**src/fmsc_defines.svh**
```systemverilog
/*
 * constants for the float mode slot configuration bank: offsets, field
 * positions, reset values and timing counts.
 * assumes a 50 MHz sequencing clock and 8-bit register addresses.
 */
`ifndef FMSC_DEFINES_SVH
`define FMSC_DEFINES_SVH

// ==========================================================
// register port
`define FMSC_ADDR_W          8
`define FMSC_DATA_W          16
`define FMSC_OFF_CFG_B       8'h59
`define FMSC_OFF_FIRE        8'h5A
`define FMSC_OFF_CFG_A       8'h5E
`define FMSC_RST_CFG         16'h0808
`define FMSC_RST_FIRE        16'h0010
`define FMSC_RDATA_IDLE      16'h0000

// ==========================================================
// field positions
`define FMSC_EN_MSB          14
`define FMSC_EN_LSB          13
`define FMSC_PRE_MSB         12
`define FMSC_PRE_LSB         8
`define FMSC_FIRE_B_MSB      15
`define FMSC_FIRE_B_LSB      12
`define FMSC_FIRE_A_MSB      11
`define FMSC_FIRE_A_LSB      8

// ==========================================================
// encodings
`define FMSC_EN_ON           2'h3
`define FMSC_SEL_NONE        2'h0
`define FMSC_SEL_LED1        2'h1
`define FMSC_SEL_LED2        2'h2
`define FMSC_SEL_LED3        2'h3
`define FMSC_LED_OFF         3'h0
`define FMSC_LED1            3'h1
`define FMSC_LED2            3'h2
`define FMSC_LED3            3'h4

// ==========================================================
// timing
`define FMSC_CLK_NS          20
`define FMSC_PRE_STEP_NS     2000
`define FMSC_STEP_CYC        ((`FMSC_PRE_STEP_NS + `FMSC_CLK_NS - 1) / `FMSC_CLK_NS)
`define FMSC_DIV_W           7
`define FMSC_TALLY_W         8
`define FMSC_TALLY_MAX       8'hFF

`endif

```
**src/fmsc_pkg.sv**
```systemverilog
/*
 * types and shared decode functions of the float mode slot configuration.
 * assumes fmsc_defines.svh is on the include path.
 */
`include "fmsc_defines.svh"

package fmsc_pkg;

    // ==========================================================
    // carriers
    typedef struct packed {
        logic [1:0] enable;
        logic [4:0] precon;
        logic [3:0] fire;
    } fmsc_slot_cfg_t;

    typedef struct packed {
        logic start;
        logic finish;
        logic pulse;
        logic subtract;
    } fmsc_slot_evt_t;

    typedef enum logic [2:0] {
        FMSC_IDLE   = 3'b001,
        FMSC_PRECON = 3'b010,
        FMSC_FLOAT  = 3'b100
    } fmsc_state_t;

    // ==========================================================
    // decode functions
    function automatic logic fmsc_float_on(input logic [1:0] en);
        return en == `FMSC_EN_ON;
    endfunction

    function automatic logic [2:0] fmsc_led_decode(input logic [1:0] sel);
        logic [2:0] led;
        led = `FMSC_LED_OFF;
        unique case (sel)
            `FMSC_SEL_NONE: led = `FMSC_LED_OFF;
            `FMSC_SEL_LED1: led = `FMSC_LED1;
            `FMSC_SEL_LED2: led = `FMSC_LED2;
            `FMSC_SEL_LED3: led = `FMSC_LED3;
        endcase
        return led;
    endfunction

endpackage

```
**src/fmsc_slot.sv**
```systemverilog
/*
 * one time slot of the float sequence: preconditioning delay, pulse
 * position in the group of four, fire/mask, emitter drive, background tally.
 * assumes events come from the sequencer on the same clock.
 */
`timescale 1ns/1ps
`include "fmsc_defines.svh"

module fmsc_slot
    import fmsc_pkg::*;
(
    // clock and reset
    input  wire logic                      core_clk_i,
    input  wire logic                      resetn_i,
    // configuration
    input  wire fmsc_slot_cfg_t            cfg_i,
    input  wire logic [1:0]                emitter_choice_i,
    input  wire logic [13:0]               background_limit_i,
    input  wire logic                      step_i,
    // sequencer events
    input  wire fmsc_slot_evt_t            evt_i,
    input  wire logic [13:0]               adc_i,
    // status
    output logic                           active_o,
    output logic                           interval_start_o,
    output logic [1:0]                     pos_o,
    output logic                           fire_o,
    output logic [2:0]                     led_o,
    output logic [`FMSC_TALLY_W-1:0]       tally_o
);

    // ==========================================================
    // state
    fmsc_state_t               state_r, state_nxt;
    logic [4:0]                cnt_r;
    logic [1:0]                pos_r;
    logic                      start_r;
    logic                      fire_r;
    logic [2:0]                led_r;
    logic [`FMSC_TALLY_W-1:0]  tally_r;

    wire  enabled   = fmsc_float_on(cfg_i.enable);
    wire  in_float  = state_r == FMSC_FLOAT;
    wire  cnt_zero  = cnt_r == 5'h00;
    wire  fire_now  = in_float & evt_i.pulse & ~cfg_i.fire[pos_r];
    wire  over_lim  = in_float & evt_i.subtract & (adc_i > background_limit_i);
    wire  tally_top = tally_r == `FMSC_TALLY_MAX;

    always_comb begin
        state_nxt = state_r;
        unique case (state_r)
            FMSC_IDLE:   if (evt_i.start && enabled) state_nxt = FMSC_PRECON;
            FMSC_PRECON: if (evt_i.finish) state_nxt = FMSC_IDLE;
                         else if (cnt_zero) state_nxt = FMSC_FLOAT;
            FMSC_FLOAT:  if (evt_i.finish) state_nxt = FMSC_IDLE;
        endcase
    end

    always_ff @(posedge core_clk_i or negedge resetn_i) begin
        if (!resetn_i) begin
            state_r <= FMSC_IDLE;
            cnt_r   <= 5'h00;
            start_r <= 1'b0;
        end else begin
            state_r <= state_nxt;
            start_r <= (state_r == FMSC_PRECON) && (state_nxt == FMSC_FLOAT);
            // one step of the free divider per count: first step may be short
            if (evt_i.start) cnt_r <= cfg_i.precon;
            else if (state_r == FMSC_PRECON && step_i && !cnt_zero) cnt_r <= cnt_r - 5'h01;
        end
    end

    always_ff @(posedge core_clk_i or negedge resetn_i) begin
        if (!resetn_i) begin
            pos_r   <= 2'h0;
            fire_r  <= 1'b0;
            led_r   <= `FMSC_LED_OFF;
            tally_r <= '0;
        end else begin
            // two-bit counter wraps so every group of four reuses the pattern
            if (evt_i.start) pos_r <= 2'h0;
            else if (in_float && evt_i.pulse) pos_r <= pos_r + 2'h1;
            fire_r <= fire_now;
            led_r  <= fire_now ? fmsc_led_decode(emitter_choice_i) : `FMSC_LED_OFF;
            if (evt_i.start) tally_r <= '0;
            else if (over_lim && !tally_top) tally_r <= tally_r + 8'h01;
        end
    end

    assign active_o         = in_float;
    assign interval_start_o = start_r;
    assign pos_o            = pos_r;
    assign fire_o           = fire_r;
    assign led_o            = led_r;
    assign tally_o          = tally_r;

endmodule // fmsc_slot

```
**src/fmsc_top.sv**
```systemverilog
/*
 * float mode slot configuration bank: three 16-bit registers on the
 * device register port, a preconditioning step divider and two slots.
 * assumes the serial port decoder delivers one-cycle write and read
 * strobes on the sequencing clock.
 */
`timescale 1ns/1ps
`include "fmsc_defines.svh"

module fmsc_top
    import fmsc_pkg::*;
(
    // clock and reset
    input  wire logic                      core_clk_i,
    input  wire logic                      resetn_i,
    // register port
    input  wire logic [`FMSC_ADDR_W-1:0]   reg_addr_i,
    input  wire logic [`FMSC_DATA_W-1:0]   reg_wdata_i,
    input  wire logic                      reg_wr_i,
    input  wire logic                      reg_rd_i,
    output logic [`FMSC_DATA_W-1:0]        reg_rdata_o,
    // neighbouring configuration
    input  wire logic [1:0]                float_emitter_choice_first_slot_i,
    input  wire logic [1:0]                float_emitter_choice_second_slot_i,
    input  wire logic [13:0]               background_limit_first_slot_i,
    input  wire logic [13:0]               background_limit_second_slot_i,
    // sequencer events
    input  wire fmsc_slot_evt_t            evt_a_i,
    input  wire fmsc_slot_evt_t            evt_b_i,
    input  wire logic [13:0]               adc_i,
    // first slot status
    output logic                           active_a_o,
    output logic                           interval_start_a_o,
    output logic                           fire_a_o,
    output logic [2:0]                     led_a_o,
    output logic [`FMSC_TALLY_W-1:0]       tally_a_o,
    // second slot status
    output logic                           active_b_o,
    output logic                           interval_start_b_o,
    output logic                           fire_b_o,
    output logic [2:0]                     led_b_o,
    output logic [`FMSC_TALLY_W-1:0]       background_tally_second_slot_o
);

    // ==========================================================
    // register bank
    logic [`FMSC_DATA_W-1:0]   cfg_b_r;
    logic [`FMSC_DATA_W-1:0]   fire_r;
    logic [`FMSC_DATA_W-1:0]   cfg_a_r;
    logic [`FMSC_DATA_W-1:0]   rdata_r;

    wire  hit_b    = reg_addr_i == `FMSC_OFF_CFG_B;
    wire  hit_fire = reg_addr_i == `FMSC_OFF_FIRE;
    wire  hit_a    = reg_addr_i == `FMSC_OFF_CFG_A;
    // reserved bits are stored as written; the host keeps them at their fixed values
    wire  [`FMSC_DATA_W-1:0] rd_mux = hit_b    ? cfg_b_r :
                                      hit_fire ? fire_r  :
                                      hit_a    ? cfg_a_r : `FMSC_RDATA_IDLE;

    always_ff @(posedge core_clk_i or negedge resetn_i) begin
        if (!resetn_i) begin
            cfg_b_r <= `FMSC_RST_CFG;
            fire_r  <= `FMSC_RST_FIRE;
            cfg_a_r <= `FMSC_RST_CFG;
            rdata_r <= `FMSC_RDATA_IDLE;
        end else begin
            if (reg_wr_i && hit_b) cfg_b_r <= reg_wdata_i;
            if (reg_wr_i && hit_fire) fire_r <= reg_wdata_i;
            if (reg_wr_i && hit_a) cfg_a_r <= reg_wdata_i;
            if (reg_rd_i) rdata_r <= rd_mux;
        end
    end

    assign reg_rdata_o = rdata_r;

    // ==========================================================
    // field extraction
    fmsc_slot_cfg_t cfg_a, cfg_b;

    assign cfg_a.enable = cfg_a_r[`FMSC_EN_MSB:`FMSC_EN_LSB];
    assign cfg_a.precon = cfg_a_r[`FMSC_PRE_MSB:`FMSC_PRE_LSB];
    assign cfg_a.fire   = fire_r[`FMSC_FIRE_A_MSB:`FMSC_FIRE_A_LSB];
    assign cfg_b.enable = cfg_b_r[`FMSC_EN_MSB:`FMSC_EN_LSB];
    assign cfg_b.precon = cfg_b_r[`FMSC_PRE_MSB:`FMSC_PRE_LSB];
    assign cfg_b.fire   = fire_r[`FMSC_FIRE_B_MSB:`FMSC_FIRE_B_LSB];

    // ==========================================================
    // precondition step divider, 2 us per count
    logic [`FMSC_DIV_W-1:0] div_r;
    wire  div_end = div_r == `FMSC_DIV_W'(`FMSC_STEP_CYC - 1);

    always_ff @(posedge core_clk_i or negedge resetn_i) begin
        if (!resetn_i) div_r <= '0;
        else div_r <= div_end ? '0 : div_r + `FMSC_DIV_W'(1);
    end

    // ==========================================================
    // slots
    logic [1:0] pos_a, pos_b;

    fmsc_slot u_slot_a (
        .core_clk_i         (core_clk_i),
        .resetn_i           (resetn_i),
        .cfg_i              (cfg_a),
        .emitter_choice_i   (float_emitter_choice_first_slot_i),
        .background_limit_i (background_limit_first_slot_i),
        .step_i             (div_end),
        .evt_i              (evt_a_i),
        .adc_i              (adc_i),
        .active_o           (active_a_o),
        .interval_start_o   (interval_start_a_o),
        .pos_o              (pos_a),
        .fire_o             (fire_a_o),
        .led_o              (led_a_o),
        .tally_o            (tally_a_o)
    );

    fmsc_slot u_slot_b (
        .core_clk_i         (core_clk_i),
        .resetn_i           (resetn_i),
        .cfg_i              (cfg_b),
        .emitter_choice_i   (float_emitter_choice_second_slot_i),
        .background_limit_i (background_limit_second_slot_i),
        .step_i             (div_end),
        .evt_i              (evt_b_i),
        .adc_i              (adc_i),
        .active_o           (active_b_o),
        .interval_start_o   (interval_start_b_o),
        .pos_o              (pos_b),
        .fire_o             (fire_b_o),
        .led_o              (led_b_o),
        .tally_o            (background_tally_second_slot_o)
    );

    // precondition wait measured from entry into the delay
    logic [11:0] wait_r;
    logic        pre_b_r;
    always_ff @(posedge core_clk_i or negedge resetn_i) begin
        if (!resetn_i) begin
            wait_r  <= '0;
            pre_b_r <= 1'b0;
        end else begin
            pre_b_r <= pre_b_r ? !(evt_b_i.finish || active_b_o) :
                       (evt_b_i.start && !active_b_o && fmsc_float_on(cfg_b.enable));
            wait_r  <= (evt_b_i.start && !active_b_o) ? 12'h000 : wait_r + 12'h001;
        end
    end
endmodule // fmsc_top
```
**config.mk**
```make
export PLATFORM = sky130hd
export DESIGN_NAME = fmsc_top
export DESIGN_NICKNAME = d
export VERILOG_FILES = /design/src/fmsc_pkg.sv /design/src/fmsc_slot.sv /design/src/fmsc_top.sv
export VERILOG_INCLUDE_DIRS = /design/src
export SDC_FILE = /design/constraint.sdc
export NUM_CORES = 1
export LEC_CHECK = 0
export BUFFER_PORTS_ARGS = -buffer_cell sky130_fd_sc_hd__buf_2
export CORE_UTILIZATION = 52
export CTS_CLUSTER_SIZE = 14
export DETAILED_ROUTE_END_ITERATION = 10
export PLACE_DENSITY = 0.75
export SYNTH_ARGS = -nofsm -noshare
export SYNTH_HDL_FRONTEND = slang
export SYNTH_HIERARCHICAL = 1
export SYNTH_SLANG_ARGS = --single-unit
export TNS_END_PERCENT = 1
```
**constraint.sdc**
```tcl
create_clock -name core_clk_i -period 5.8 [get_ports core_clk_i]
set_input_delay 0.29 -clock core_clk_i [delete_from_list [all_inputs] [get_ports core_clk_i]]
set_output_delay 0.29 -clock core_clk_i [all_outputs]
set_load 0.05 [all_outputs]
```
==> flow_results.xml, run 1 <==
<?xml version="1.0" encoding="UTF-8"?>
<metrics>
  <group name="power">
    <metric name="pwr_density_cell" unit="nW/um^2">257</metric>
    <metric name="power.leakage" unit="nW">3.87</metric>
    <metric name="combinationalPowerShare" unit="%">10.4</metric>
    <metric name="peak_vdd_ir" unit="V">0.000199</metric>
    <metric name="p_seq_share" unit="%">42.6</metric>
    <metric name="total_power" unit="mW">2.07</metric>
    <metric name="internal_power" unit="mW">1.56</metric>
    <metric name="power_switching" unit="uW">508</metric>
    <metric name="p_sw_share" unit="%">24.5</metric>
    <metric name="clk_network_pwr_share" unit="%">46.9</metric>
  </group>
  <group name="timing">
    <metric name="timing.final.crit_period" unit="ns">2.35</metric>
    <metric name="max_freq" unit="MHz">426</metric>
    <metric name="rsz0062_at_grt" unit="">no</metric>
    <metric name="final.setup.worst_slack" unit="ns">3.45</metric>
    <metric name="slew_viol_final" unit="">0</metric>
    <metric name="totalNegativeSetupSlack" unit="ns">0</metric>
    <metric name="max_slew.worst_pin.slew" unit="ns">1.11</metric>
    <metric name="min_period_over_period" unit="%">40.5</metric>
    <metric name="final_setup_violation_count" unit="">0</metric>
    <metric name="remaining_max_slew_budget_at_the_tightest_pin" unit="%">25.2</metric>
    <metric name="final_hold_viol_count" unit="">0</metric>
    <metric name="fin_skew" unit="ns">0.00590</metric>
  </group>
  <group name="logic_synthesis">
    <metric name="yosys.area_share.adder" unit="%">6.48</metric>
    <metric name="cells_after_synth" unit="">631</metric>
    <metric name="ys_seq_area_share" unit="%">43.5</metric>
    <metric name="post_synth_xor_area_fraction" unit="%">2.07</metric>
    <metric name="synth_compound_gate_area_share" unit="%">12.5</metric>
    <metric name="synth.mux.area_fraction" unit="%">12.3</metric>
    <metric name="synth_edf_count" unit="">0</metric>
    <metric name="synth_simple_gate_area_share" unit="%">17.9</metric>
    <metric name="syn_area_per_cell" unit="um^2">10.7</metric>
    <metric name="syn_area" unit="um^2">6760</metric>
    <metric name="combinational_family_with_the_most_area_after_synthesis" unit="">simple AND/OR/NAND/NOR gates</metric>
    <metric name="asyncSetResetFlopFracSynth" unit="%">100</metric>
    <metric name="postSynthNetCount" unit="">748</metric>
    <metric name="yosys_most_used_dff" unit="">sky130_fd_sc_hd__dfrtp_1</metric>
    <metric name="total_of_warnings_raised_by_yosys" unit="">6</metric>
    <metric name="postSynthRegisterBits" unit="">117</metric>
    <metric name="library_cells_used_by_synthesis" unit="">53</metric>
  </group>
  <group name="clocking">
    <metric name="cts.sink_count" unit="">117</metric>
    <metric name="clock_tree.buffer_depth" unit="">2</metric>
    <metric name="tritoncts_clock_tree" unit="">done</metric>
    <metric name="cts.reportedPaths.clkPinSlew" unit="ns">0.05</metric>
    <metric name="cts_inserted_buffers" unit="">17</metric>
    <metric name="clk_root_buffer_cell" unit="">sky130_fd_sc_hd__clkbuf_16</metric>
    <metric name="clock_network_latency_to_the_later_pin_of_the_worst_skew_pair" unit="ns">0.42</metric>
    <metric name="htreeDepth" unit="">4</metric>
  </group>
  <group name="routing">
    <metric name="routed_wire_length_per_instance" unit="um">16.3</metric>
    <metric name="routed_wl" unit="um">15200</metric>
    <metric name="num_vias" unit="">5218</metric>
    <metric name="number_of_drc_violations_after_detailed_routing" unit="">0</metric>
    <metric name="via_per_inst" unit="">5.57</metric>
    <metric name="drtIter0Drc" unit="">325</metric>
    <metric name="route.antenna.remaining_nets" unit="">0</metric>
    <metric name="drtPass1Iterations" unit="">4</metric>
  </group>
  <group name="floorplanning">
    <metric name="start_util" unit="%">53.5</metric>
    <metric name="num_io_pins" unit="">126</metric>
    <metric name="die_height" unit="um">116</metric>
    <metric name="die-area" unit="um^2">13500</metric>
    <metric name="fp.dieW" unit="um">116</metric>
    <metric name="floorplan.rows" unit="">41</metric>
    <metric name="design.core.area" unit="um^2">12600</metric>
  </group>
  <group name="place">
    <metric name="gp_congestion" unit="">0.814</metric>
    <metric name="buffer_ports.inserted" unit="">125</metric>
    <metric name="dp.final_hpwl" unit="um">10600</metric>
    <metric name="pre_cts_slack" unit="ns">3.17</metric>
  </group>
  <group name="critical_path">
    <metric name="cp_max_fo" unit="">6</metric>
    <metric name="worst_ep_required_time" unit="ns">6.09</metric>
    <metric name="timing.setup.critical_path_class" unit="">reg2reg</metric>
    <metric name="worst_ep_arrival_time" unit="ns">2.64</metric>
    <metric name="timing.critical_path.to_type" unit="">register</metric>
    <metric name="critPathLaunchType" unit="">register</metric>
  </group>
  <group name="final_layout">
    <metric name="finalNetCount" unit="">870</metric>
    <metric name="drive_above_1_share" unit="%">33.1</metric>
    <metric name="antennaDiodeCount" unit="">0</metric>
    <metric name="areaGrowthSynthToFinish" unit="%">19.1</metric>
    <metric name="layout.core_utilization" unit="%">63.8</metric>
  </group>
  <group name="hold_path">
    <metric name="min_path_type" unit="">in2reg</metric>
  </group>
  <group name="global_routing">
    <metric name="grt_first_pass_wirelength" unit="um">25100</metric>
    <metric name="grt_pass1_vias" unit="">5183</metric>
    <metric name="grt_max_degree" unit="">70</metric>
    <metric name="grt_antenna_before_repair" unit="">0</metric>
    <metric name="grt_util_all_layers" unit="%">24.4</metric>
    <metric name="globalRoute.totalOverflow" unit="">0</metric>
  </group>
  <group name="flow_run">
    <metric name="number_of_maximum_capacitance_constraint_violations" unit="">0</metric>
  </group>
  <group name="run_status">
    <metric name="outcome" unit="">completed</metric>
  </group>
</metrics>
## sequential cells by signal (all words and copies together) (netlist names), 5 cells and up
name              flops
cfg_a_r              16
cfg_b_r              16
fire_r               16
reg_rdata_o          16
u_slot_a/tally_o      8
u_slot_b/tally_o      8
div_r                 7
u_slot_a/cnt_r        5
u_slot_b/cnt_r        5
## logic make-up (layout without fill, tap and decap cells)
logic type | count (synthesis) | after routing
xor gates and xnor gates | 16 | 16
DFF | 117 | 117
adders and majority gates | 35 | 35
and+or+nand+nor | 201 | 201
muxes | 68 | 68
AOI/OAI and AO/OA | 109 | 109
buffers and inverters | 85 | 219
## placed cells by master (no fill, tap or decap), types with 4 or more instances in the layout
master                      netlist  layout
sky130_fd_sc_hd__clkbuf_1        17       4
sky130_fd_sc_hd__clkbuf_8         0       7
sky130_fd_sc_hd__clkbuf_16        0      17
sky130_fd_sc_hd__a21oi_1         12      12
sky130_fd_sc_hd__and3_1           8       8
sky130_fd_sc_hd__nand2_1         41      41
sky130_fd_sc_hd__a211oi_1        12      12
sky130_fd_sc_hd__o21ai_0         18      18
sky130_fd_sc_hd__a211o_1         18      18
sky130_fd_sc_hd__a32oi_1         16      16
sky130_fd_sc_hd__mux2_4          12      12
sky130_fd_sc_hd__dfstp_2          7       7
sky130_fd_sc_hd__buf_2            4     124
sky130_fd_sc_hd__nand3b_1        16      16
sky130_fd_sc_hd__nor3b_1          5       5
sky130_fd_sc_hd__nor2_1          34      34
sky130_fd_sc_hd__mux2_2          52      52
sky130_fd_sc_hd__nand2b_1        24      24
sky130_fd_sc_hd__a21o_1          18      18
sky130_fd_sc_hd__inv_1           59      59
sky130_fd_sc_hd__xnor2_1         10      10
sky130_fd_sc_hd__nor2b_1         18      18
sky130_fd_sc_hd__buf_4            1       4
sky130_fd_sc_hd__ha_1            35      35
sky130_fd_sc_hd__xor2_1           6       6
sky130_fd_sc_hd__dfrtp_1        110     110
sky130_fd_sc_hd__nor4_2           4       4
sky130_fd_sc_hd__nand3_1         23      23
## synthesized netlist by cell type (6+ instances only)
cell | instances | share of area [%]
sky130_fd_sc_hd__a211o_1 | 18 | 2.3
sky130_fd_sc_hd__a211oi_1 | 12 | 1.3
sky130_fd_sc_hd__a21o_1 | 18 | 2.0
sky130_fd_sc_hd__a21oi_1 | 12 | 0.89
sky130_fd_sc_hd__a32oi_1 | 16 | 2.1
sky130_fd_sc_hd__and3_1 | 8 | 0.74
sky130_fd_sc_hd__clkbuf_1 | 17 | 0.94
sky130_fd_sc_hd__dfrtp_1 | 110 | 41
sky130_fd_sc_hd__dfstp_2 | 7 | 2.7
sky130_fd_sc_hd__ha_1 | 35 | 6.5
sky130_fd_sc_hd__inv_1 | 59 | 3.3
sky130_fd_sc_hd__mux2_2 | 52 | 8.7
sky130_fd_sc_hd__mux2_4 | 12 | 2.7
sky130_fd_sc_hd__nand2_1 | 41 | 2.3
sky130_fd_sc_hd__nand2b_1 | 24 | 2.2
sky130_fd_sc_hd__nand3_1 | 23 | 1.7
sky130_fd_sc_hd__nand3b_1 | 16 | 1.8
sky130_fd_sc_hd__nor2_1 | 34 | 1.9
sky130_fd_sc_hd__nor2b_1 | 18 | 1.7
sky130_fd_sc_hd__o21ai_0 | 18 | 1.3
sky130_fd_sc_hd__xnor2_1 | 10 | 1.3
sky130_fd_sc_hd__xor2_1 | 6 | 0.78
## what timing repair did
| item | 4_1_cts | 5_1_grt |
|---|---|---|
| hold buffers | 1 | 0 |
| endpoints found under the setup margin | 0 | 0 |
| hold endpoints to repair | 45 | 0 |
| resized for setup | 0 | 0 |
| buffers inserted | 0 | 0 |
## layout make-up
class,instances,area (um^2)
fill,1012,4570
timing repair buffer,129,661
inverter,59,221
multi-input combinational,429,3460
clock inverter,3,17.5
sequential,117,2940
tap,172,215
clock buffer,28,537
## per-layer routing
layer  GRT usage, %  vias up  wire length, um
li1               -     2490                -
met1           30.1     2561             6470
met2           41.1      153             7750
met3           6.54       14              838
met4           9.32        0              192
met5              0        -                0
## power by group through the flow
stage / Sequential, mW / Clock [mW] / Combinational [mW]
after global placement: 0.894 / 0 / 0.205
final: 0.884 / 0.972 / 0.216
after global routing: 0.888 / 1.03 / 0.243
after floorplan: 0.894 / 0 / 0.131
after detailed placement: 0.896 / 0 / 0.215
after CTS: 0.883 / 0.990 / 0.217
## worst paths after layout
| path | startpoint | end | slack, ns | cells after the start |
|---|---|---|---|---|
| setup / recovery | div_r[4] | u_slot_b/cnt_r[3] | 3.45 | 6 |
| hold / removal | float_emitter_choice_first_slot_i[0] | u_slot_a/led_o[1] | 0.05 | 2 |
| setup reg to reg | div_r[4] | u_slot_b/cnt_r[3] | 3.45 | 6 |
| hold reg to reg | div_r[0] | div_r[0] | 0.49 | 1 |
| max in group asynchronous | resetn_i | u_slot_a/state_r[1] | 4.04 | 3 |
| min in group asynchronous | resetn_i | u_slot_b/tally_o[1] | 0.43 | 2 |
## worst max-delay path, stage by stage, from the launching register on
cell and delay (ns):
sky130_fd_sc_hd__dfrtp_1 0.43, sky130_fd_sc_hd__nand4bb_1 0.27, sky130_fd_sc_hd__nor3b_1 0.60, sky130_fd_sc_hd__nand3_2 0.29, sky130_fd_sc_hd__nor4_2 0.26, sky130_fd_sc_hd__xor2_1 0.11, sky130_fd_sc_hd__mux2_2 0.27
## through the flow
stage	instances	hold WS, ns	instance area [um^2]
CTS	937	0.0325	8050
floorplan	631	-0.00559	6760
global placement	905	0.338	7490
finish	937	0.0478	8050
global route	937	0.0511	8050
detailed placement	905	0.351	7490
Power figures use the tool's default switching activity.
==> inputs of run 2 (changes only) <==
clock period = 2.3 ns   (was 5.8 ns; I/O delays follow)
==> run 2 against run 1 <==
  * Critical path depth increased by 1
  * Clock power increased to 2.6 times the previous value
  * Global-route usage increased by 1.6 points
  * Final cell count increased by 4.5%
  * Largest cell class unchanged
  * Sequential power increased to 2.5 times the previous value
  * Final area increased by 5.0%
  * Total power increased to 2.6 times the previous value
  * Worst setup slack got worse by 3.1 ns
  * Utilization increased by 3.2 points
==> flow_results.xml, run 2 (synthesized netlist as in run 1, its figures left out) <==
<?xml version="1.0" encoding="UTF-8"?>
<metrics>
  <group name="run_status">
    <metric name="outcome" unit="">completed</metric>
  </group>
  <group name="global_routing">
    <metric name="grt_util_all_layers" unit="%">26.0</metric>
    <metric name="grt_pass1_vias" unit="">5534</metric>
    <metric name="grt_max_degree" unit="">59</metric>
    <metric name="globalRoute.totalOverflow" unit="">0</metric>
    <metric name="grt_antenna_before_repair" unit="">0</metric>
    <metric name="grt_first_pass_wirelength" unit="um">26600</metric>
  </group>
  <group name="floorplanning">
    <metric name="fp.dieW" unit="um">116</metric>
    <metric name="die-area" unit="um^2">13500</metric>
    <metric name="design.core.area" unit="um^2">12600</metric>
    <metric name="die_height" unit="um">116</metric>
    <metric name="floorplan.rows" unit="">41</metric>
    <metric name="num_io_pins" unit="">126</metric>
    <metric name="start_util" unit="%">53.5</metric>
  </group>
  <group name="routing">
    <metric name="drtPass1Iterations" unit="">5</metric>
    <metric name="routed_wl" unit="um">16300</metric>
    <metric name="via_per_inst" unit="">5.58</metric>
    <metric name="route.antenna.remaining_nets" unit="">0</metric>
    <metric name="num_vias" unit="">5462</metric>
    <metric name="drtIter0Drc" unit="">355</metric>
    <metric name="routed_wire_length_per_instance" unit="um">16.6</metric>
    <metric name="number_of_drc_violations_after_detailed_routing" unit="">0</metric>
  </group>
  <group name="clocking">
    <metric name="clock_network_latency_to_the_later_pin_of_the_worst_skew_pair" unit="ns">0.42</metric>
    <metric name="clk_root_buffer_cell" unit="">sky130_fd_sc_hd__clkbuf_16</metric>
    <metric name="post_cts_sizing" unit="">0</metric>
    <metric name="htreeDepth" unit="">4</metric>
    <metric name="postCtsSetupRepairBufs" unit="">0</metric>
    <metric name="cts.sink_count" unit="">117</metric>
    <metric name="clock_tree.buffer_depth" unit="">2</metric>
    <metric name="tritoncts_clock_tree" unit="">done</metric>
    <metric name="cts_inserted_buffers" unit="">17</metric>
    <metric name="cts.reportedPaths.clkPinSlew" unit="ns">0.05</metric>
  </group>
  <group name="final_layout">
    <metric name="final_common_cell" unit="">sky130_fd_sc_hd__buf_2</metric>
    <metric name="finalNetCount" unit="">911</metric>
    <metric name="drive_above_1_share" unit="%">32.7</metric>
    <metric name="mostFrequentLayoutCells" unit="">124 x sky130_fd_sc_hd__buf_2, 110 x sky130_fd_sc_hd__dfrtp_1, 59 x sky130_fd_sc_hd__inv_1, 52 x sky130_fd_sc_hd__mux2_2, 41 x sky130_fd_sc_hd__nand2_1</metric>
    <metric name="non_filler_instance_count_after_layout" unit="">979</metric>
    <metric name="layout.core_utilization" unit="%">67.0</metric>
    <metric name="antennaDiodeCount" unit="">0</metric>
    <metric name="areaGrowthSynthToFinish" unit="%">25.1</metric>
  </group>
  <group name="hold_path">
    <metric name="min_path_type" unit="">in2reg</metric>
  </group>
  <group name="critical_path">
    <metric name="crit_path_max_incr_delay" unit="ns">0.53</metric>
    <metric name="cp_cell_sequence" unit="">inv_1 -&gt; ha_1 -&gt; or4b_1 -&gt; nand3_2 -&gt; nor4_2 -&gt; xor2_1 -&gt; mux2_2</metric>
    <metric name="critPathSlowestCell" unit="">sky130_fd_sc_hd__or4b_1</metric>
    <metric name="worst_ep_arrival_time" unit="ns">2.28</metric>
    <metric name="timing.setup.critical_path_class" unit="">reg2reg</metric>
    <metric name="timing.critical_path.to_type" unit="">register</metric>
    <metric name="cp_max_fo" unit="">6</metric>
    <metric name="worst_ep_required_time" unit="ns">2.60</metric>
    <metric name="critPathLaunchType" unit="">register</metric>
  </group>
  <group name="timing">
    <metric name="fin_skew" unit="ns">0.00757</metric>
    <metric name="max_freq" unit="MHz">503</metric>
    <metric name="min_period_over_period" unit="%">86.4</metric>
    <metric name="remaining_max_slew_budget_at_the_tightest_pin" unit="%">58.8</metric>
    <metric name="totalNegativeSetupSlack" unit="ns">0</metric>
    <metric name="max_slew.worst_pin.slew" unit="ns">0.618</metric>
    <metric name="slew_viol_final" unit="">0</metric>
    <metric name="rsz0062_at_grt" unit="">no</metric>
    <metric name="timing.final.crit_period" unit="ns">1.99</metric>
    <metric name="final_setup_violation_count" unit="">0</metric>
    <metric name="final_hold_viol_count" unit="">0</metric>
  </group>
  <group name="power">
    <metric name="power.leakage" unit="nW">4.08</metric>
    <metric name="pwr_density_cell" unit="nW/um^2">636</metric>
    <metric name="peak_vdd_ir" unit="V">0.000521</metric>
    <metric name="total_power" unit="mW">5.38</metric>
  </group>
  <group name="place">
    <metric name="dp.final_hpwl" unit="um">11300</metric>
    <metric name="numPlacedInstances" unit="">918</metric>
    <metric name="gp_congestion" unit="">0.872</metric>
    <metric name="buffer_ports.inserted" unit="">125</metric>
  </group>
  <group name="flow_run">
    <metric name="number_of_maximum_capacitance_constraint_violations" unit="">0</metric>
  </group>
</metrics>
## run 2: changes by cell type in the layout (fill, tap and decap cells not counted)
cell,change
sky130_fd_sc_hd__clkinv_2,+1
sky130_fd_sc_hd__buf_12,+1
sky130_fd_sc_hd__clkinvlp_4,-1
sky130_fd_sc_hd__bufinv_16,+2
sky130_fd_sc_hd__clkbuf_8,-4
sky130_fd_sc_hd__dlygate4sd3_1,+28
sky130_fd_sc_hd__clkbuf_1,+3
sky130_fd_sc_hd__buf_4,+12
## run 2: critical path, delay by kind of cell (launching register included)
kind | cells | cell delay [ns]
xor+xnor | 1 | 0.14
mux | 1 | 0.27
buf+inv | 1 | 0.12
fa+ha+maj | 1 | 0.16
flops | 1 | 0.39
simple gates | 3 | 0.79
## run 2: final timing paths
kind                            cells past startpoint  slack, ns               from                   to
min in group asynchronous                           2       0.20           resetn_i  u_slot_b/tally_o[0]
worst max-delay path                                7       0.31  u_slot_b/cnt_r[0]    u_slot_b/cnt_r[3]
worst min register to register                      1       0.49           div_r[0]             div_r[0]
worst min-delay path                                3       0.15         evt_b_i[3]    u_slot_b/cnt_r[2]
max in group asynchronous                           3       1.33           resetn_i  u_slot_a/state_r[0]
worst max register to register                      7       0.31  u_slot_b/cnt_r[0]    u_slot_b/cnt_r[3]
## run 2: repair_timing
| item | in CTS | in global routing |
|---|---|---|
| endpoints found under the hold margin | 91 | 0 |
| hold buffers | 29 | 0 |
| setup endpoints to repair | 0 | 0 |
## run 2: cell type report
class	instances	area, um^2
Clock buffer	27	493
Clock inverter	5	75.1
Fill cell	994	4170
Inverter	59	221
Multi-Input combinational cell	429	3460
Sequential cell	117	2940
Tap cell	172	215
Timing Repair Buffer	170	1050
## run 2: layer usage
| layer | share of wire [%] | vias to the layer above | track usage [%] |
|---|---|---|---|
| met1 | 41 | 2675 | 31.3 |
| met2 | 51 | 197 | 44.1 |
| met3 | 5.6 | 31 | 6.49 |
| met4 | 2.0 | 0 | 11.7 |
| met5 | 0 | - | 0 |
| li1 | - | 2559 | - |
## run 2: report_power, final
group	internal, mW	total (mW)	switching [mW]	leakage [nW]
Clock	1.67	2.55	0.879	0.279
Combinational	0.268	0.600	0.332	2.22
Sequential	2.15	2.23	0.0779	1.58
Total	4.09	5.38	1.29	4.08
## run 2: through the flow
step	hold WS (ns)	area (um^2)	setup slack, ns
final	0.154	8450	0.313
after detailed placement	0.111	7600	0.264
after global placement	0.103	7600	0.314
after floorplan	-0.181	6760	0.226
after CTS	0.137	8450	0.296
after global routing	0.171	8450	0.204
==> inputs of run 3 (changes only) <==
clock period = 2.5 ns   (was 2.3 ns; I/O delays follow)
==> run 3 against run 2 <==
  * Clock skew down 0.0038 ns
  * Final cell count up 0.10%
  * Clock-buffer cell count down 4
  * Combinational power down 6.5%
  * Global-route usage up 0.13 points
  * Via count up 1.3%
  * Worst setup slack better by 0.14 ns
  * Die area unchanged
  * Final area up 0.22%
  * Critical endpoint is now u_slot_a/cnt_r[3]
  * Largest cell class unchanged
  * Largest power group unchanged
==> flow_results.xml, run 3 (synthesized netlist as in run 1, its figures left out) <==
<?xml version="1.0" encoding="UTF-8"?>
<metrics>
  <group name="clocking">
    <metric name="postCtsSetupRepairBufs" unit="">0</metric>
    <metric name="cts.hold.buffers_added" unit="">29</metric>
    <metric name="clock_network_latency_to_the_later_pin_of_the_worst_skew_pair" unit="ns">0.41</metric>
    <metric name="tritoncts_clock_tree" unit="">done</metric>
    <metric name="cts.reportedPaths.clkPinSlew" unit="ns">0.05</metric>
    <metric name="clock_tree.buffer_depth" unit="">2</metric>
    <metric name="clk_root_buffer_cell" unit="">sky130_fd_sc_hd__clkbuf_16</metric>
    <metric name="post_cts_sizing" unit="">0</metric>
    <metric name="htreeDepth" unit="">4</metric>
    <metric name="cts.sink_count" unit="">117</metric>
    <metric name="cts_inserted_buffers" unit="">17</metric>
  </group>
  <group name="critical_path">
    <metric name="crit_path_max_incr_delay" unit="ns">0.53</metric>
    <metric name="timing.reg2reg.worst_path_depth" unit="">7</metric>
    <metric name="timing.setup.critical_path_class" unit="">reg2reg</metric>
    <metric name="worst_ep_arrival_time" unit="ns">2.34</metric>
    <metric name="timing.critical_path.to_type" unit="">register</metric>
    <metric name="critPathTopFamily" unit="">simple AND/OR/NAND/NOR gates</metric>
    <metric name="worst_r2r_startpoint" unit="">u_slot_a/cnt_r[0]</metric>
    <metric name="bufs_and_invs_on_worst_path" unit="">1</metric>
    <metric name="cp_max_fo" unit="">6</metric>
    <metric name="rrSetupSlack" unit="ns">0.46</metric>
    <metric name="critPathSlowestCell" unit="">sky130_fd_sc_hd__or4b_1</metric>
    <metric name="cp_cell_sequence" unit="">inv_1 -&gt; ha_1 -&gt; or4b_1 -&gt; nand3_2 -&gt; nor4_2 -&gt; xor2_1 -&gt; mux2_2</metric>
    <metric name="rr_endpoint" unit="">u_slot_a/cnt_r[3]</metric>
    <metric name="worst_ep_required_time" unit="ns">2.80</metric>
    <metric name="critPathLaunchType" unit="">register</metric>
  </group>
  <group name="hold_path">
    <metric name="holdPathEnd" unit="">u_slot_a/pos_o[0]</metric>
    <metric name="min_path_type" unit="">in2reg</metric>
    <metric name="hold_start" unit="">evt_a_i[3]</metric>
    <metric name="min_delay_path_depth" unit="">2</metric>
  </group>
  <group name="floorplanning">
    <metric name="design.core.area" unit="um^2">12600</metric>
    <metric name="start_util" unit="%">53.5</metric>
    <metric name="die_height" unit="um">116</metric>
    <metric name="die-area" unit="um^2">13500</metric>
    <metric name="floorplan.rows" unit="">41</metric>
    <metric name="fp.dieW" unit="um">116</metric>
    <metric name="num_io_pins" unit="">126</metric>
  </group>
  <group name="power">
    <metric name="pwr_density_cell" unit="nW/um^2">588</metric>
    <metric name="total_power" unit="mW">4.98</metric>
    <metric name="peak_vdd_ir" unit="V">0.000471</metric>
    <metric name="power.leakage" unit="nW">4.09</metric>
  </group>
  <group name="place">
    <metric name="gp_congestion" unit="">0.871</metric>
    <metric name="dp.final_hpwl" unit="um">11300</metric>
    <metric name="buffer_ports.inserted" unit="">125</metric>
    <metric name="detailed_place.area" unit="um^2">7600</metric>
  </group>
  <group name="timing">
    <metric name="final_hold_viol_count" unit="">0</metric>
    <metric name="slew_viol_final" unit="">0</metric>
    <metric name="totalNegativeSetupSlack" unit="ns">0</metric>
    <metric name="max_freq" unit="MHz">489</metric>
    <metric name="final_setup_violation_count" unit="">0</metric>
    <metric name="rsz0062_at_grt" unit="">no</metric>
    <metric name="min_period_over_period" unit="%">81.8</metric>
    <metric name="remaining_max_slew_budget_at_the_tightest_pin" unit="%">55.8</metric>
    <metric name="fin_skew" unit="ns">0.00378</metric>
    <metric name="timing.final.crit_period" unit="ns">2.04</metric>
    <metric name="max_slew.worst_pin.slew" unit="ns">0.663</metric>
  </group>
  <group name="global_routing">
    <metric name="grt_max_degree" unit="">59</metric>
    <metric name="grt_antenna_before_repair" unit="">0</metric>
    <metric name="grt_pass1_vias" unit="">5644</metric>
    <metric name="globalRoute.totalOverflow" unit="">0</metric>
    <metric name="grt_util_all_layers" unit="%">26.1</metric>
    <metric name="grt_first_pass_wirelength" unit="um">26900</metric>
  </group>
  <group name="final_layout">
    <metric name="multi_input_area" unit="um^2">3460</metric>
    <metric name="fill_cells" unit="">999</metric>
    <metric name="sequential_cell_area" unit="um^2">2940</metric>
    <metric name="finalNetCount" unit="">912</metric>
    <metric name="mostFrequentLayoutCells" unit="">124 x sky130_fd_sc_hd__buf_2, 110 x sky130_fd_sc_hd__dfrtp_1, 59 x sky130_fd_sc_hd__inv_1, 52 x sky130_fd_sc_hd__mux2_2, 41 x sky130_fd_sc_hd__nand2_1</metric>
    <metric name="antennaDiodeCount" unit="">0</metric>
    <metric name="drive_above_1_share" unit="%">33.3</metric>
    <metric name="final_design_area_no_fill" unit="um^2">8470</metric>
    <metric name="final_common_cell" unit="">sky130_fd_sc_hd__buf_2</metric>
    <metric name="areaGrowthSynthToFinish" unit="%">25.4</metric>
  </group>
  <group name="routing">
    <metric name="via_per_inst" unit="">5.65</metric>
    <metric name="drtPass1Iterations" unit="">5</metric>
    <metric name="routed_wl" unit="um">16400</metric>
    <metric name="num_vias" unit="">5535</metric>
    <metric name="route.antenna.remaining_nets" unit="">0</metric>
    <metric name="drtIter0Drc" unit="">339</metric>
    <metric name="routed_wire_length_per_instance" unit="um">16.7</metric>
    <metric name="number_of_drc_violations_after_detailed_routing" unit="">0</metric>
  </group>
  <group name="run_status">
    <metric name="outcome" unit="">completed</metric>
  </group>
  <group name="flow_run">
    <metric name="number_of_maximum_capacitance_constraint_violations" unit="">0</metric>
  </group>
</metrics>
[run 3: cell types whose count changed in the layout (fill, tap and decap cells not counted)]
cell,before,now
sky130_fd_sc_hd__buf_4,16,17
sky130_fd_sc_hd__clkbuf_1,7,3
sky130_fd_sc_hd__clkinv_2,3,5
sky130_fd_sc_hd__clkinv_4,0,1
sky130_fd_sc_hd__clkinvlp_4,0,1
[run 3: layout make-up]
cell class                      instances  share of cell area [%]
Timing Repair Buffer                  171                    12.5
Sequential cell                       117                    34.7
Tap cell                              172                    2.54
Multi-Input combinational cell        429                    40.9
Clock inverter                          9                    1.20
Clock buffer                           23                    5.64
Inverter                               59                    2.61
[run 3: worst register-to-register path, cell delays in order (launching register included)]
cell and delay (ns):
sky130_fd_sc_hd__dfrtp_1 0.40, sky130_fd_sc_hd__inv_1 0.14, sky130_fd_sc_hd__ha_1 0.16, sky130_fd_sc_hd__or4b_1 0.53, sky130_fd_sc_hd__nand3_2 0.20, sky130_fd_sc_hd__nor4_2 0.08, sky130_fd_sc_hd__xor2_1 0.15, sky130_fd_sc_hd__mux2_2 0.27
[run 3: metrics by stage]
stage | setup WS, ns | hold slack [ns] | std cells | utilization [%]
floorplan | 0.426 | -0.171 | 631 | -
global placement | 0.513 | 0.0887 | 919 | 60.3
detailed placement | 0.393 | 0.0867 | 919 | 60.3
CTS | 0.456 | 0.149 | 980 | 67.1
global route | 0.324 | 0.173 | 980 | 67.1
finish | 0.455 | 0.169 | 980 | 67.1
[run 3: report_power, final]
group	internal, mW	switching [mW]
clock network	1.54	0.837
logic	0.248	0.313
registers	1.98	0.0710
total	3.76	1.22
[run 3: worst max path at each step]
stage	start	endpoint	slack, ns	cells past startpoint
floorplan	u_slot_a/state_r[1]	u_slot_a/tally_o[2]	0.43	5
global placement	adc_i[7]	u_slot_a/tally_o[5]	0.51	7
detailed placement	adc_i[7]	u_slot_b/tally_o[5]	0.39	7
CTS	u_slot_a/cnt_r[0]	u_slot_a/cnt_r[3]	0.46	7
global route	u_slot_a/state_r[1]	u_slot_a/cnt_r[3]	0.32	5
finish	u_slot_a/cnt_r[0]	u_slot_a/cnt_r[3]	0.46	7
[run 3: per-layer routing]
layer | global-route usage (%) | vias to the layer above | part of all wire, %
met5 | 0 | - | 0
met4 | 11.0 | 0 | 2.3
met3 | 6.01 | 40 | 6.0
met2 | 44.7 | 214 | 50
met1 | 31.7 | 2712 | 41
li1 | - | 2569 | -
